File: config.mk
export PLATFORM = sky130hd
export DESIGN_NAME = icc_top
export DESIGN_NICKNAME = d
export VERILOG_FILES = /design/src/shared/icc_pkg.sv /design/src/hdl/icc_top.sv
export SDC_FILE = /design/constraint.sdc
export NUM_CORES = 1
export LEC_CHECK = 0
export BUFFER_PORTS_ARGS = -buffer_cell sky130_fd_sc_hd__buf_4
export CORE_MARGIN = 3
export CORE_UTILIZATION = 40
export CTS_CLUSTER_DIAMETER = 100
export CTS_CLUSTER_SIZE = 25
export DETAILED_ROUTE_END_ITERATION = 6
export GPL_TIMING_DRIVEN = 0
export PLACE_DENSITY = 0.63
export SETUP_SLACK_MARGIN = 0.1
export SLEW_MARGIN = 20
export SYNTH_ARGS = -nofsm -noshare
export SYNTH_HDL_FRONTEND = slang
export SYNTH_SLANG_ARGS = --single-unit
File: constraint.sdc
create_clock -name aclk -period 3.1 [get_ports aclk]
set_input_delay 0.155 -clock aclk [delete_from_list [all_inputs] [get_ports aclk]]
set_output_delay 0.155 -clock aclk [all_outputs]
set_load 0.03 [all_outputs]
File: src/shared/icc_pkg.sv
// Constants, field layouts and carrier types of the interrupt configuration block.
// Assumes a 32-bit AXI4-Lite register bus and a single 40 MHz system clock.
package icc_pkg;
  // Register byte offsets; aliased registers take a 16-byte group.
  localparam logic [7:0] ICC_CTL_OFS = 8'h00;
  localparam logic [7:0] ICC_STAT_OFS = 8'h10;
  localparam logic [7:0] ICC_RELOAD_OFS = 8'h20;
  localparam logic [7:0] ICC_FLAG_OFS = 8'h30;
  localparam logic [7:0] ICC_MASK_OFS = 8'h34;
  // Alias selectors within a group, taken from address bits 3:2.
  localparam logic [1:0] ICC_AL_PLAIN = 2'h0;
  localparam logic [1:0] ICC_AL_CLR = 2'h1;
  localparam logic [1:0] ICC_AL_SET = 2'h2;
  localparam logic [1:0] ICC_AL_INV = 2'h3;
  // Control register fields.
  localparam int ICC_MULTI_DISPATCH_SELECT_POS = 12;
  localparam int ICC_TRIG_LSB = 8;
  localparam int ICC_POL_LSB = 0;
  localparam logic [31:0] ICC_CTL_MASK = 32'h0000171F;
  // Status register fields.
  localparam int ICC_PRIO_LSB = 8;
  localparam int ICC_VEC_LSB = 0;
  localparam logic [31:0] ICC_STAT_MASK = 32'h0000073F;
  // Event flags: five external inputs and proximity timer expiry.
  localparam int ICC_NEXT = 5;
  localparam int ICC_NFLAG = 6;
  localparam int ICC_FLAG_PROX = 5;
  // Values after reset.
  localparam logic [31:0] ICC_CTL_RST = 32'h00000000;
  localparam logic [31:0] ICC_STAT_RST = 32'h00000000;
  localparam logic [31:0] ICC_RELOAD_RST = 32'h00000000;
  localparam logic [5:0] ICC_FLAG_RST = 6'h00;
  // AXI responses.
  localparam logic [1:0] ICC_RESP_OKAY = 2'h0;
  localparam logic [1:0] ICC_RESP_SLVERR = 2'h2;

  // Interrupt presented to the CPU core, one cycle wide when valid.
  typedef struct packed {
    logic valid;
    logic [2:0] prio;
    logic [5:0] vec;
  } icc_pres_t;

  // Proximity timer states.
  typedef enum logic [1:0] {
    ICC_T_IDLE = 2'b01,
    ICC_T_RUN = 2'b10
  } icc_tstate_t;
endpackage
File: src/hdl/icc_top.sv
// Interrupt controller configuration and status block with an AXI4-Lite slave.
// Assumes aclk at 40 MHz, synchronous active-low reset, and external pins
// that are asynchronous to aclk; the presentation input comes from aclk logic.
//
// Local design decisions: the placing of the registers and the AXI4-Lite register port.
`timescale 1ns/10ps
module icc_top import icc_pkg::*; (
  input wire logic aclk,
  input wire logic aresetn,
  input wire logic [7:0] s_axi_awaddr,
  input wire logic s_axi_awvalid,
  output logic s_axi_awready,
  input wire logic [31:0] s_axi_wdata,
  input wire logic [3:0] s_axi_wstrb,
  input wire logic s_axi_wvalid,
  output logic s_axi_wready,
  output logic [1:0] s_axi_bresp,
  output logic s_axi_bvalid,
  input wire logic s_axi_bready,
  input wire logic [7:0] s_axi_araddr,
  input wire logic s_axi_arvalid,
  output logic s_axi_arready,
  output logic [31:0] s_axi_rdata,
  output logic [1:0] s_axi_rresp,
  output logic s_axi_rvalid,
  input wire logic s_axi_rready,
  input wire logic [4:0] ext_irq_in,
  input wire icc_pres_t pres_in,
  output logic multi_dispatch_select,
  output logic prox_timer_running,
  output logic ext_irq_event,
  output logic irq
);

  // Byte strobes widened to a bit mask.
  function automatic logic [31:0] strb_mask(input logic [3:0] s);
    strb_mask = {{8{s[3]}}, {8{s[2]}}, {8{s[1]}}, {8{s[0]}}};
  endfunction

  // Applies a plain, clear, set or invert alias write to a register.
  function automatic logic [31:0] alias_wr(input logic [31:0] old,
      input logic [31:0] d, input logic [1:0] kind, input logic [31:0] m);
    logic [31:0] v;
    v = old;
    case (kind)
      ICC_AL_PLAIN: v = (old & ~m) | (d & m);
      ICC_AL_CLR: v = old & ~(d & m);
      ICC_AL_SET: v = old | (d & m);
      ICC_AL_INV: v = old ^ (d & m);
      default: v = old;
    endcase
    alias_wr = v;
  endfunction

  // True when the address falls in the given aliased group.
  function automatic logic in_group(input logic [7:0] a, input logic [7:0] g);
    in_group = (a[7:4] == g[7:4]);
  endfunction

  logic aw_full_r, aw_full_nxt;
  logic w_full_r, w_full_nxt;
  logic [7:0] aw_addr_r, aw_addr_nxt;
  logic [31:0] w_data_r, w_data_nxt;
  logic [3:0] w_strb_r, w_strb_nxt;
  logic awready_r, awready_nxt;
  logic wready_r, wready_nxt;
  logic bvalid_r, bvalid_nxt;
  logic [1:0] bresp_r, bresp_nxt;
  logic arready_r, arready_nxt;
  logic rvalid_r, rvalid_nxt;
  logic [31:0] rdata_r, rdata_nxt;
  logic [1:0] rresp_r, rresp_nxt;
  logic [31:0] ctl_r, ctl_nxt;
  logic [31:0] stat_r, stat_nxt;
  logic [31:0] reload_r, reload_nxt;
  logic [5:0] flag_r, flag_nxt;
  logic [5:0] mask_r, mask_nxt;
  logic [4:0] sync1_r, sync2_r, prev_r;
  logic [4:0] edge_hit;
  logic [31:0] count_r, count_nxt;
  icc_tstate_t tstate_r, tstate_nxt;
  logic run_r, run_nxt;
  logic irq_r, irq_nxt;
  logic ev_r, ev_nxt;
  logic do_wr;
  logic [31:0] wm;
  logic [2:0] trig;
  logic prox_start;
  logic prox_done;

  // Input pins pass two flip-flops; prev_r reads only the second one.
  always_ff @(posedge aclk) begin
    if (!aresetn) begin
      sync1_r <= 5'h00;
      sync2_r <= 5'h00;
      prev_r <= 5'h00;
    end else begin
      sync1_r <= ext_irq_in;
      sync2_r <= sync1_r;
      prev_r <= sync2_r;
    end
  end

  // Edge of the selected polarity for each external input.
  always_comb begin
    for (int i = 0; i < ICC_NEXT; i++) begin
      edge_hit[i] = ctl_r[ICC_POL_LSB + i] ? (sync2_r[i] & ~prev_r[i])
                                           : (~sync2_r[i] & prev_r[i]);
    end
  end

  // Proximity trigger decision on each presented interrupt.
  always_comb begin
    trig = ctl_r[ICC_TRIG_LSB +: 3];
    prox_start = pres_in.valid && (trig != 3'h0)
                 && (pres_in.prio != 3'h0) && (pres_in.prio <= trig);
    prox_done = (tstate_r == ICC_T_RUN) && (count_r == 32'h00000000);
  end

  // Write channel acceptance, register update and write response.
  always_comb begin
    aw_full_nxt = aw_full_r;
    w_full_nxt = w_full_r;
    aw_addr_nxt = aw_addr_r;
    w_data_nxt = w_data_r;
    w_strb_nxt = w_strb_r;
    bvalid_nxt = bvalid_r;
    bresp_nxt = bresp_r;
    ctl_nxt = ctl_r;
    stat_nxt = stat_r;
    reload_nxt = reload_r;
    mask_nxt = mask_r;
    if (s_axi_awvalid && awready_r) begin
      aw_full_nxt = 1'b1;
      aw_addr_nxt = s_axi_awaddr;
    end
    if (s_axi_wvalid && wready_r) begin
      w_full_nxt = 1'b1;
      w_data_nxt = s_axi_wdata;
      w_strb_nxt = s_axi_wstrb;
    end
    if (bvalid_r && s_axi_bready) begin
      bvalid_nxt = 1'b0;
    end
    do_wr = aw_full_r && w_full_r && !bvalid_r;
    wm = strb_mask(w_strb_r);
    if (do_wr) begin
      aw_full_nxt = 1'b0;
      w_full_nxt = 1'b0;
      bvalid_nxt = 1'b1;
      bresp_nxt = ICC_RESP_OKAY;
      if (in_group(aw_addr_r, ICC_CTL_OFS)) begin
        ctl_nxt = alias_wr(ctl_r, w_data_r, aw_addr_r[3:2], wm);
      end else if (in_group(aw_addr_r, ICC_STAT_OFS)) begin
        stat_nxt = alias_wr(stat_r, w_data_r, aw_addr_r[3:2], wm);
      end else if (in_group(aw_addr_r, ICC_RELOAD_OFS)) begin
        reload_nxt = alias_wr(reload_r, w_data_r, aw_addr_r[3:2], wm);
      end else if (aw_addr_r == ICC_MASK_OFS) begin
        mask_nxt = w_data_r[5:0] & wm[5:0];
      end else if (aw_addr_r != ICC_FLAG_OFS) begin
        bresp_nxt = ICC_RESP_SLVERR;
      end
    end
    // Unimplemented bits never store a one.
    ctl_nxt = ctl_nxt & ICC_CTL_MASK;
    // The latest presented interrupt overrides a software write.
    if (pres_in.valid) begin
      stat_nxt[ICC_PRIO_LSB +: 3] = pres_in.prio;
      stat_nxt[ICC_VEC_LSB +: 6] = pres_in.vec;
    end
    stat_nxt = stat_nxt & ICC_STAT_MASK;
    awready_nxt = !aw_full_nxt && !bvalid_nxt;
    wready_nxt = !w_full_nxt && !bvalid_nxt;
  end

  // Sticky event flags: hardware sets win over a write-one-to-clear.
  always_comb begin
    flag_nxt = flag_r;
    if (do_wr && (aw_addr_r == ICC_FLAG_OFS)) begin
      flag_nxt = flag_r & ~(w_data_r[5:0] & wm[5:0]);
    end
    flag_nxt[ICC_NEXT-1:0] = flag_nxt[ICC_NEXT-1:0] | edge_hit;
    if (prox_done) begin
      flag_nxt[ICC_FLAG_PROX] = 1'b1;
    end
    irq_nxt = |(flag_nxt & mask_nxt);
    ev_nxt = |edge_hit;
  end

  // Proximity timer: loaded on a qualifying interrupt, counts down to zero.
  always_comb begin
    tstate_nxt = tstate_r;
    count_nxt = count_r;
    case (tstate_r)
      ICC_T_IDLE: begin
        count_nxt = count_r;
      end
      ICC_T_RUN: begin
        if (count_r == 32'h00000000) begin
          tstate_nxt = ICC_T_IDLE;
        end else begin
          count_nxt = count_r - 32'h00000001;
        end
      end
      default: begin
        tstate_nxt = ICC_T_IDLE;
      end
    endcase
    if (prox_start) begin
      tstate_nxt = ICC_T_RUN;
      count_nxt = reload_r;
    end
    if (ctl_r[ICC_TRIG_LSB +: 3] == 3'h0) begin
      tstate_nxt = ICC_T_IDLE;
    end
    // Running flag is registered so the output needs no decode after the flop.
    run_nxt = (tstate_nxt == ICC_T_RUN);
  end

  // Read channel: one read at a time, data one cycle after acceptance.
  always_comb begin
    arready_nxt = arready_r;
    rvalid_nxt = rvalid_r;
    rdata_nxt = rdata_r;
    rresp_nxt = rresp_r;
    if (rvalid_r && s_axi_rready) begin
      rvalid_nxt = 1'b0;
      arready_nxt = 1'b1;
    end
    if (s_axi_arvalid && arready_r) begin
      arready_nxt = 1'b0;
      rvalid_nxt = 1'b1;
      rresp_nxt = ICC_RESP_OKAY;
      rdata_nxt = 32'h00000000;
      if (in_group(s_axi_araddr, ICC_CTL_OFS)) begin
        rdata_nxt = ctl_r & ICC_CTL_MASK;
      end else if (in_group(s_axi_araddr, ICC_STAT_OFS)) begin
        rdata_nxt = stat_r & ICC_STAT_MASK;
      end else if (in_group(s_axi_araddr, ICC_RELOAD_OFS)) begin
        rdata_nxt = reload_r;
      end else if (s_axi_araddr == ICC_FLAG_OFS) begin
        rdata_nxt = {26'h0000000, flag_r};
      end else if (s_axi_araddr == ICC_MASK_OFS) begin
        rdata_nxt = {26'h0000000, mask_r};
      end else begin
        rresp_nxt = ICC_RESP_SLVERR;
      end
    end
  end

  // State registers.
  always_ff @(posedge aclk) begin
    if (!aresetn) begin
      aw_full_r <= 1'b0;
      w_full_r <= 1'b0;
      aw_addr_r <= 8'h00;
      w_data_r <= 32'h00000000;
      w_strb_r <= 4'h0;
      awready_r <= 1'b1;
      wready_r <= 1'b1;
      bvalid_r <= 1'b0;
      bresp_r <= ICC_RESP_OKAY;
      arready_r <= 1'b1;
      rvalid_r <= 1'b0;
      rdata_r <= 32'h00000000;
      rresp_r <= ICC_RESP_OKAY;
      ctl_r <= ICC_CTL_RST;
      stat_r <= ICC_STAT_RST;
      reload_r <= ICC_RELOAD_RST;
      flag_r <= ICC_FLAG_RST;
      mask_r <= ICC_FLAG_RST;
      count_r <= 32'h00000000;
      tstate_r <= ICC_T_IDLE;
      run_r <= 1'b0;
      irq_r <= 1'b0;
      ev_r <= 1'b0;
    end else begin
      aw_full_r <= aw_full_nxt;
      w_full_r <= w_full_nxt;
      aw_addr_r <= aw_addr_nxt;
      w_data_r <= w_data_nxt;
      w_strb_r <= w_strb_nxt;
      awready_r <= awready_nxt;
      wready_r <= wready_nxt;
      bvalid_r <= bvalid_nxt;
      bresp_r <= bresp_nxt;
      arready_r <= arready_nxt;
      rvalid_r <= rvalid_nxt;
      rdata_r <= rdata_nxt;
      rresp_r <= rresp_nxt;
      ctl_r <= ctl_nxt;
      stat_r <= stat_nxt;
      reload_r <= reload_nxt;
      flag_r <= flag_nxt;
      mask_r <= mask_nxt;
      count_r <= count_nxt;
      tstate_r <= tstate_nxt;
      run_r <= run_nxt;
      irq_r <= irq_nxt;
      ev_r <= ev_nxt;
    end
  end

  // Outputs come straight from flip-flops.
  assign s_axi_awready = awready_r;
  assign s_axi_wready = wready_r;
  assign s_axi_bvalid = bvalid_r;
  assign s_axi_bresp = bresp_r;
  assign s_axi_arready = arready_r;
  assign s_axi_rvalid = rvalid_r;
  assign s_axi_rdata = rdata_r;
  assign s_axi_rresp = rresp_r;
  assign multi_dispatch_select = ctl_r[ICC_MULTI_DISPATCH_SELECT_POS];
  assign prox_timer_running = run_r;
  assign ext_irq_event = ev_r;
  assign irq = irq_r;

endmodule // icc_top

==> reports/metrics.yaml, run 1 <==
yosys:
  ys_async_sr_fraction_pct: 0
  yosysWarnings: 0
  synth_common_cells: "dfxtp_1 (199), nand2_1 (195), a21oi_1 (161), o21ai_0 (85), ha_1 (76)"
  synth_cell_types: 62
  avgSynthCellArea_um2: 8.24
  synthCells: 1294
  ys_seq_area_share_pct: 37.4
  synth.most_common_cell: "dfxtp_1"
  netlist.area_leader.share_pct: 37.4
  synth-edff-count: 0
  ys_top_cells_by_area: "dfxtp_1 (37%), ha_1 (8.9%), a21oi_1 (7.6%), nand2_1 (6.9%), o21ai_0 (4.0%)"
  synth_seq_cells: 199
  synth_top_cell_by_area: "dfxtp_1"
  synth_ff_type: "dfxtp_1"
  synth.cell_area_mm2: 0.0107
die:
  design.core.area_mm2: 0.0261
  fp-row-count: 59
  dieArea_mm2: 0.0286
  start_util_pct: 40.8
  ios: 119
  die-width_um: 169
  die_height_um: 169
clocking:
  cts-root-buf: "clkbuf_16"
  cts_buffers: 17
  cts_setup_buffers: 0
  worstSkewPairLatency_ns: 0.45
  clock_sink_count: 199
  cts_tree: "yes"
  htree_levels: 4
  clockBufferDepth: 2
  clkTransAtPathRegs_ns: 0.08
layout:
  drive_above_1_share_pct: 12.6
  final_net_count: 1628
  layout.cell_area.non_filler_mm2: 0.0130
  final_cells: 1826
  utilization_pct: 49.8
  area_delta_synth_final_pct: 22.2
  diodes: 0
detailed_routing:
  drt_first_pass_iters: 5
  drc_errors: 0
  vias: 10200
  avgRoutedWirePerCell_um: 18.1
  ant_nets: 0
  viasPerCell: 5.61
  routed_wl_um: 33100
  first_iter_violations: 857
global_route:
  grt_pass1_wl_um: 52200
  globalRouteTotalUtil_pct: 22.7
  antenna_found_initial: 0
  overflow: 0
  grt_start_max_net_pins: 21
  grt_pass1_vias: 9584
critical_path:
  worstSetupPathType: "register to register"
  critPathRequiredTime_ns: 3.44
  worst_setup_path_start_kind: "register"
  crit_path_end_kind: "register"
  cp_max_fo: 10
  worst_ep_arrival_time_ns: 3.19
place:
  detailed_place_hpwl_um: 25000
  dpl.cell_count: 1745
  dp_slack_ns: 0.326
  port_buffers: 115
  gp_congestion: 0.909
  placed_cell_area_mm2: 0.0119
timing:
  worstMarginPinSlew_ns: 0.943
  grt_setup_unrepaired: "false"
  skew_ns: 0.0110
  finalSetupViolations: 0
  fin_setup_tns_ns: 0
  min_period_ns: 2.85
  final-hold-violation-count: 0
  fmax_mhz: 350
  finalMaxSlewViolations: 0
  fin_crit_sh_pct: 92.0
  finalWorstSetupSlack_ns: 0.247
  holdWs_ns: 0.0114
  max_slew_margin_pct: 36.9
status:
  run_status: "completed"
hold_path:
  hp-class: "input port to register"
power_and_ir_drop:
  power_mw: 5.75
  p_leak_nw: 5.03
  powerDensity_mw_per_mm2: 441
  peakVddDrop_uv: 254
job:
  maxCapViolations: 0
==> path summary, 6_finish.rpt <==
check / endpoint / from / cells after the start / slack [ns]
worst max-delay path: stat_r[9] / w_strb_r[1] / 9 / 0.25
worst min-delay path: s_axi_bvalid / s_axi_bready / 3 / 0.01
worst max register to register: stat_r[9] / w_strb_r[1] / 9 / 0.25
worst min register to register: sync2_r[2] / sync1_r[2] / 1 / 0.44
==> cell families after synthesis <==
group                      synth area share, %
AOI/OAI and AO/OA                         19.8
xor gates and xnor gates                  2.38
adders and majority gates                 8.92
buffers and inverters                     5.15
DFF                                       37.4
muxes                                     5.99
other                                   0.0352
and+or+nand+nor                           20.3
==> registers in the layout, summed over array words and instances (netlist names), 2 cells and up, named ones only <==
signal and count:
w_strb_r 4, prev_r 5, reload_r 32, sync1_r 5, sync2_r 5, s_axi_rdata 32, w_data_r 32, tstate_r 2
flag_r 6, count_r 32, mask_r 6, stat_r 9, aw_addr_r 8
==> routing by layer <==
metal	track usage (%)	vias to the layer above	share of wire [%]
li1	-	4950	-
met5	0	-	0
met3	2.28	42	6.3
met2	36.5	373	45
met4	5.80	0	1.6
met1	32.9	4881	47
==> placed cells by master, fill, tap and decap left out, types with 3 or more instances in the layout <==
master / count
a211o_1: 3
a211oi_1: 37
a21oi_1: 161
a221o_1: 3
a221oi_1: 30
a22oi_1: 9
a31oi_1: 3
and2_1: 35
and3_1: 7
buf_1: 18
buf_2: 6
buf_4: 117
clkbuf_1: 67
clkbuf_16: 17
clkinv_8: 4
dfxtp_1: 199
dlygate4sd3_1: 49
ha_1: 76
inv_1: 48
inv_6: 5
mux2_2: 6
mux2i_1: 30
mux4_2: 12
nand2_1: 195
nand2b_1: 10
nand3_1: 31
nand4_1: 5
nor2_1: 68
nor2b_1: 22
nor3_1: 18
nor3b_1: 6
nor4_1: 12
o2111ai_1: 3
o21ai_0: 85
o221ai_1: 10
or3_1: 6
or4_1: 6
or4_4: 3
xnor2_1: 22
xor2_1: 7
==> report_power, final <==
group	switching (mW)	internal (mW)
logic	0.473	0.321
registers	0.0724	2.64
clock network	1.16	1.08
==> layout make-up <==
type                    count  area [um2]
inverters                  48         180
repair buffers            164        1350
fillers                  2560       13100
clock buffers              17         425
flip-flops and latches    199        3980
well taps                 335         419
clock inverters            15         160
multi-input cells         954        6130
plain buffers              94         369
==> worst max-delay path, stage by stage (launching register included) <==
cell and delay (ns):
dfxtp_1 0.37, clkbuf_1 0.44, buf_1 0.43, nand2_1 0.27, ha_1 0.34, mux2_2 0.26, a21oi_1 0.14, nor2_1 0.05
a211o_1 0.26, and3_1 0.18
==> timing repair <==
action,4_1_cts,5_1_grt
hold buffers,49,0
resized for setup,0,0
endpoints found under the hold margin,49,0
Power figures use the tool's default switching activity.
==> run 2, diff against run 1 <==
==> constraint.sdc (replaced) <==
create_clock -name aclk -period 3.6 [get_ports aclk]
set_input_delay 0.18 -clock aclk [delete_from_list [all_inputs] [get_ports aclk]]
set_output_delay 0.18 -clock aclk [all_outputs]
set_load 0.005 [all_outputs]
==> run 2 against run 1 <==
- global-route usage about the same
- sequential cell count is the same
- highest routed layer unchanged
- largest power group unchanged
- register-to-register slack improved by 0.53 ns
- sequential power down 14%
- critical path type unchanged
- design area shrank 0.31%
==> reports/metrics.yaml, run 2 (same netlist as run 1, synthesis figures left out) <==
status:
  run_status: "completed"
timing:
  finalSetupViolations: 0
  grt_setup_unrepaired: "false"
  finalMaxSlewViolations: 0
  fmax_mhz: 354
  final-hold-violation-count: 0
  fin_setup_tns_ns: 0
  fin_crit_sh_pct: 78.5
  skew_ns: 0.0119
  min_period_ns: 2.82
  worstMarginPinSlew_ns: 0.945
  holdWs_ns: 0.0112
  max_slew_margin_pct: 36.7
detailed_routing:
  viasPerCell: 5.63
  avgRoutedWirePerCell_um: 18.1
  wl_met3_um: 2000
  wl_met2_um: 15000
  routed_wl_um: 33000
  ant_nets: 0
  drc_errors: 0
  dr.max_layer_used: "met4"
  drt_first_pass_iters: 6
  met1_length_um: 15600
  vias: 10300
  first_iter_violations: 1009
clocking:
  cts-root-buf: "clkbuf_16"
  worstSkewPairLatency_ns: 0.45
  clkTransAtPathRegs_ns: 0.08
  cts_tree: "yes"
  cts_resized: 0
  htree_levels: 4
  clockBufferDepth: 2
  cts_buffers: 17
  clock_sink_count: 199
power_and_ir_drop:
  power_mw: 4.92
  peakVddDrop_uv: 218
  powerDensity_mw_per_mm2: 379
  p_leak_nw: 5.02
critical_path:
  reg2reg_depth: 9
  critPathRequiredTime_ns: 3.95
  reg2reg_slack_ns: 0.78
  worst_setup_path_start_kind: "register"
  cp_max_fo: 10
  slowest_delay_ns: 0.43
  r2r-start: "w_strb_r[1]"
  worstSetupPathType: "register to register"
  r2r_end: "stat_r[9]"
  path_cells: "clkbuf_1 > buf_1 > nand2_1 > ha_1 > mux2_2 > a21oi_1 > nor2_1 > a211o_1 > and3_1"
  worst-path-buf-inv: 2
  crit_family: "buffers and inverters"
  cpMaxStageDelayCell: "clkbuf_1"
  crit_path_end_kind: "register"
  worst_ep_arrival_time_ns: 3.17
global_route:
  grt_start_max_net_pins: 21
  grt_pass1_wl_um: 52300
  grt_pass1_vias: 9611
  overflow: 0
  antenna_found_initial: 0
  globalRouteTotalUtil_pct: 22.8
layout:
  layout_commonest_cell: "dfxtp_1"
  ff_latch_area_mm2: 0.00398
  nFillCells: 2566
  multi_input_area_mm2: 0.00613
  final_net_count: 1624
  area_delta_synth_final_pct: 21.8
  final_cell_mix: "dfxtp_1 (199), nand2_1 (195), a21oi_1 (161)"
  drive_above_1_share_pct: 12.6
  diodes: 0
hold_path:
  worstHoldPathCells: 3
  hp-class: "input port to register"
  min_to: "w_strb_r[2]"
  hold_start: "s_axi_wstrb[2]"
die:
  dieArea_mm2: 0.0286
  die_height_um: 169
  die-width_um: 169
  ios: 119
  start_util_pct: 40.8
  design.core.area_mm2: 0.0261
  fp-row-count: 59
place:
  gp_congestion: 0.909
  detailed_place_hpwl_um: 25000
  port_buffers: 115
job:
  maxCapViolations: 0
-- run 2: worst min-delay path, cell delays in order --
cell and delay (ns):
buf_4 0.11, nand2_1 0.07, a21oi_1 0.06
-- run 2: layer usage --
layer	track usage [%]	up-vias
met4	5.80	0
met1	32.9	4927
met3	2.28	37
met2	36.6	357
met5	0	-
li1	-	4940
-- run 2: power breakdown --
part	switching (mW)	internal, mW
Combinational	0.384	0.273
Sequential	0.0625	2.27
Clock	1.00	0.929
-- run 2: layout make-up --
type	count	area share, %
clock buffer	17	3.28
multi-input combinational	954	47.2
timing repair buffer	160	10.1
buffer	94	2.84
tap	335	3.23
inverter	48	1.39
clock inverter	15	1.23
sequential	199	30.7
-- run 2: timing repair --
item	in CTS	in global routing
hold endpoints to repair	45	0
endpoints found under the setup margin	0	0
setup buffers	0	0
hold buffers	45	0
-- run 2: per-stage QoR --
stage,cells,area (um2),util (%),worst slack (ns)
after global routing,1822,13000,49.7,0.615
after detailed placement,1745,11900,45.7,0.826
after CTS,1822,13000,49.7,0.797
after global placement,1745,11900,45.7,0.822
after floorplan,1295,10700,-,1.30
final,1822,13000,49.7,0.775
-- run 2: worst max-delay path by stage --
stage	start	slack, ns	cells after the start	end
4_1_cts	w_strb_r[1]	0.80	9	stat_r[8]
3_3_place_gp	w_strb_r[1]	0.82	9	stat_r[8]
6_report	w_strb_r[1]	0.78	9	stat_r[9]
3_5_place_dp	w_strb_r[1]	0.83	9	stat_r[8]
2_1_floorplan	w_strb_r[1]	1.30	9	stat_r[8]
5_1_grt	w_strb_r[1]	0.62	9	stat_r[9]
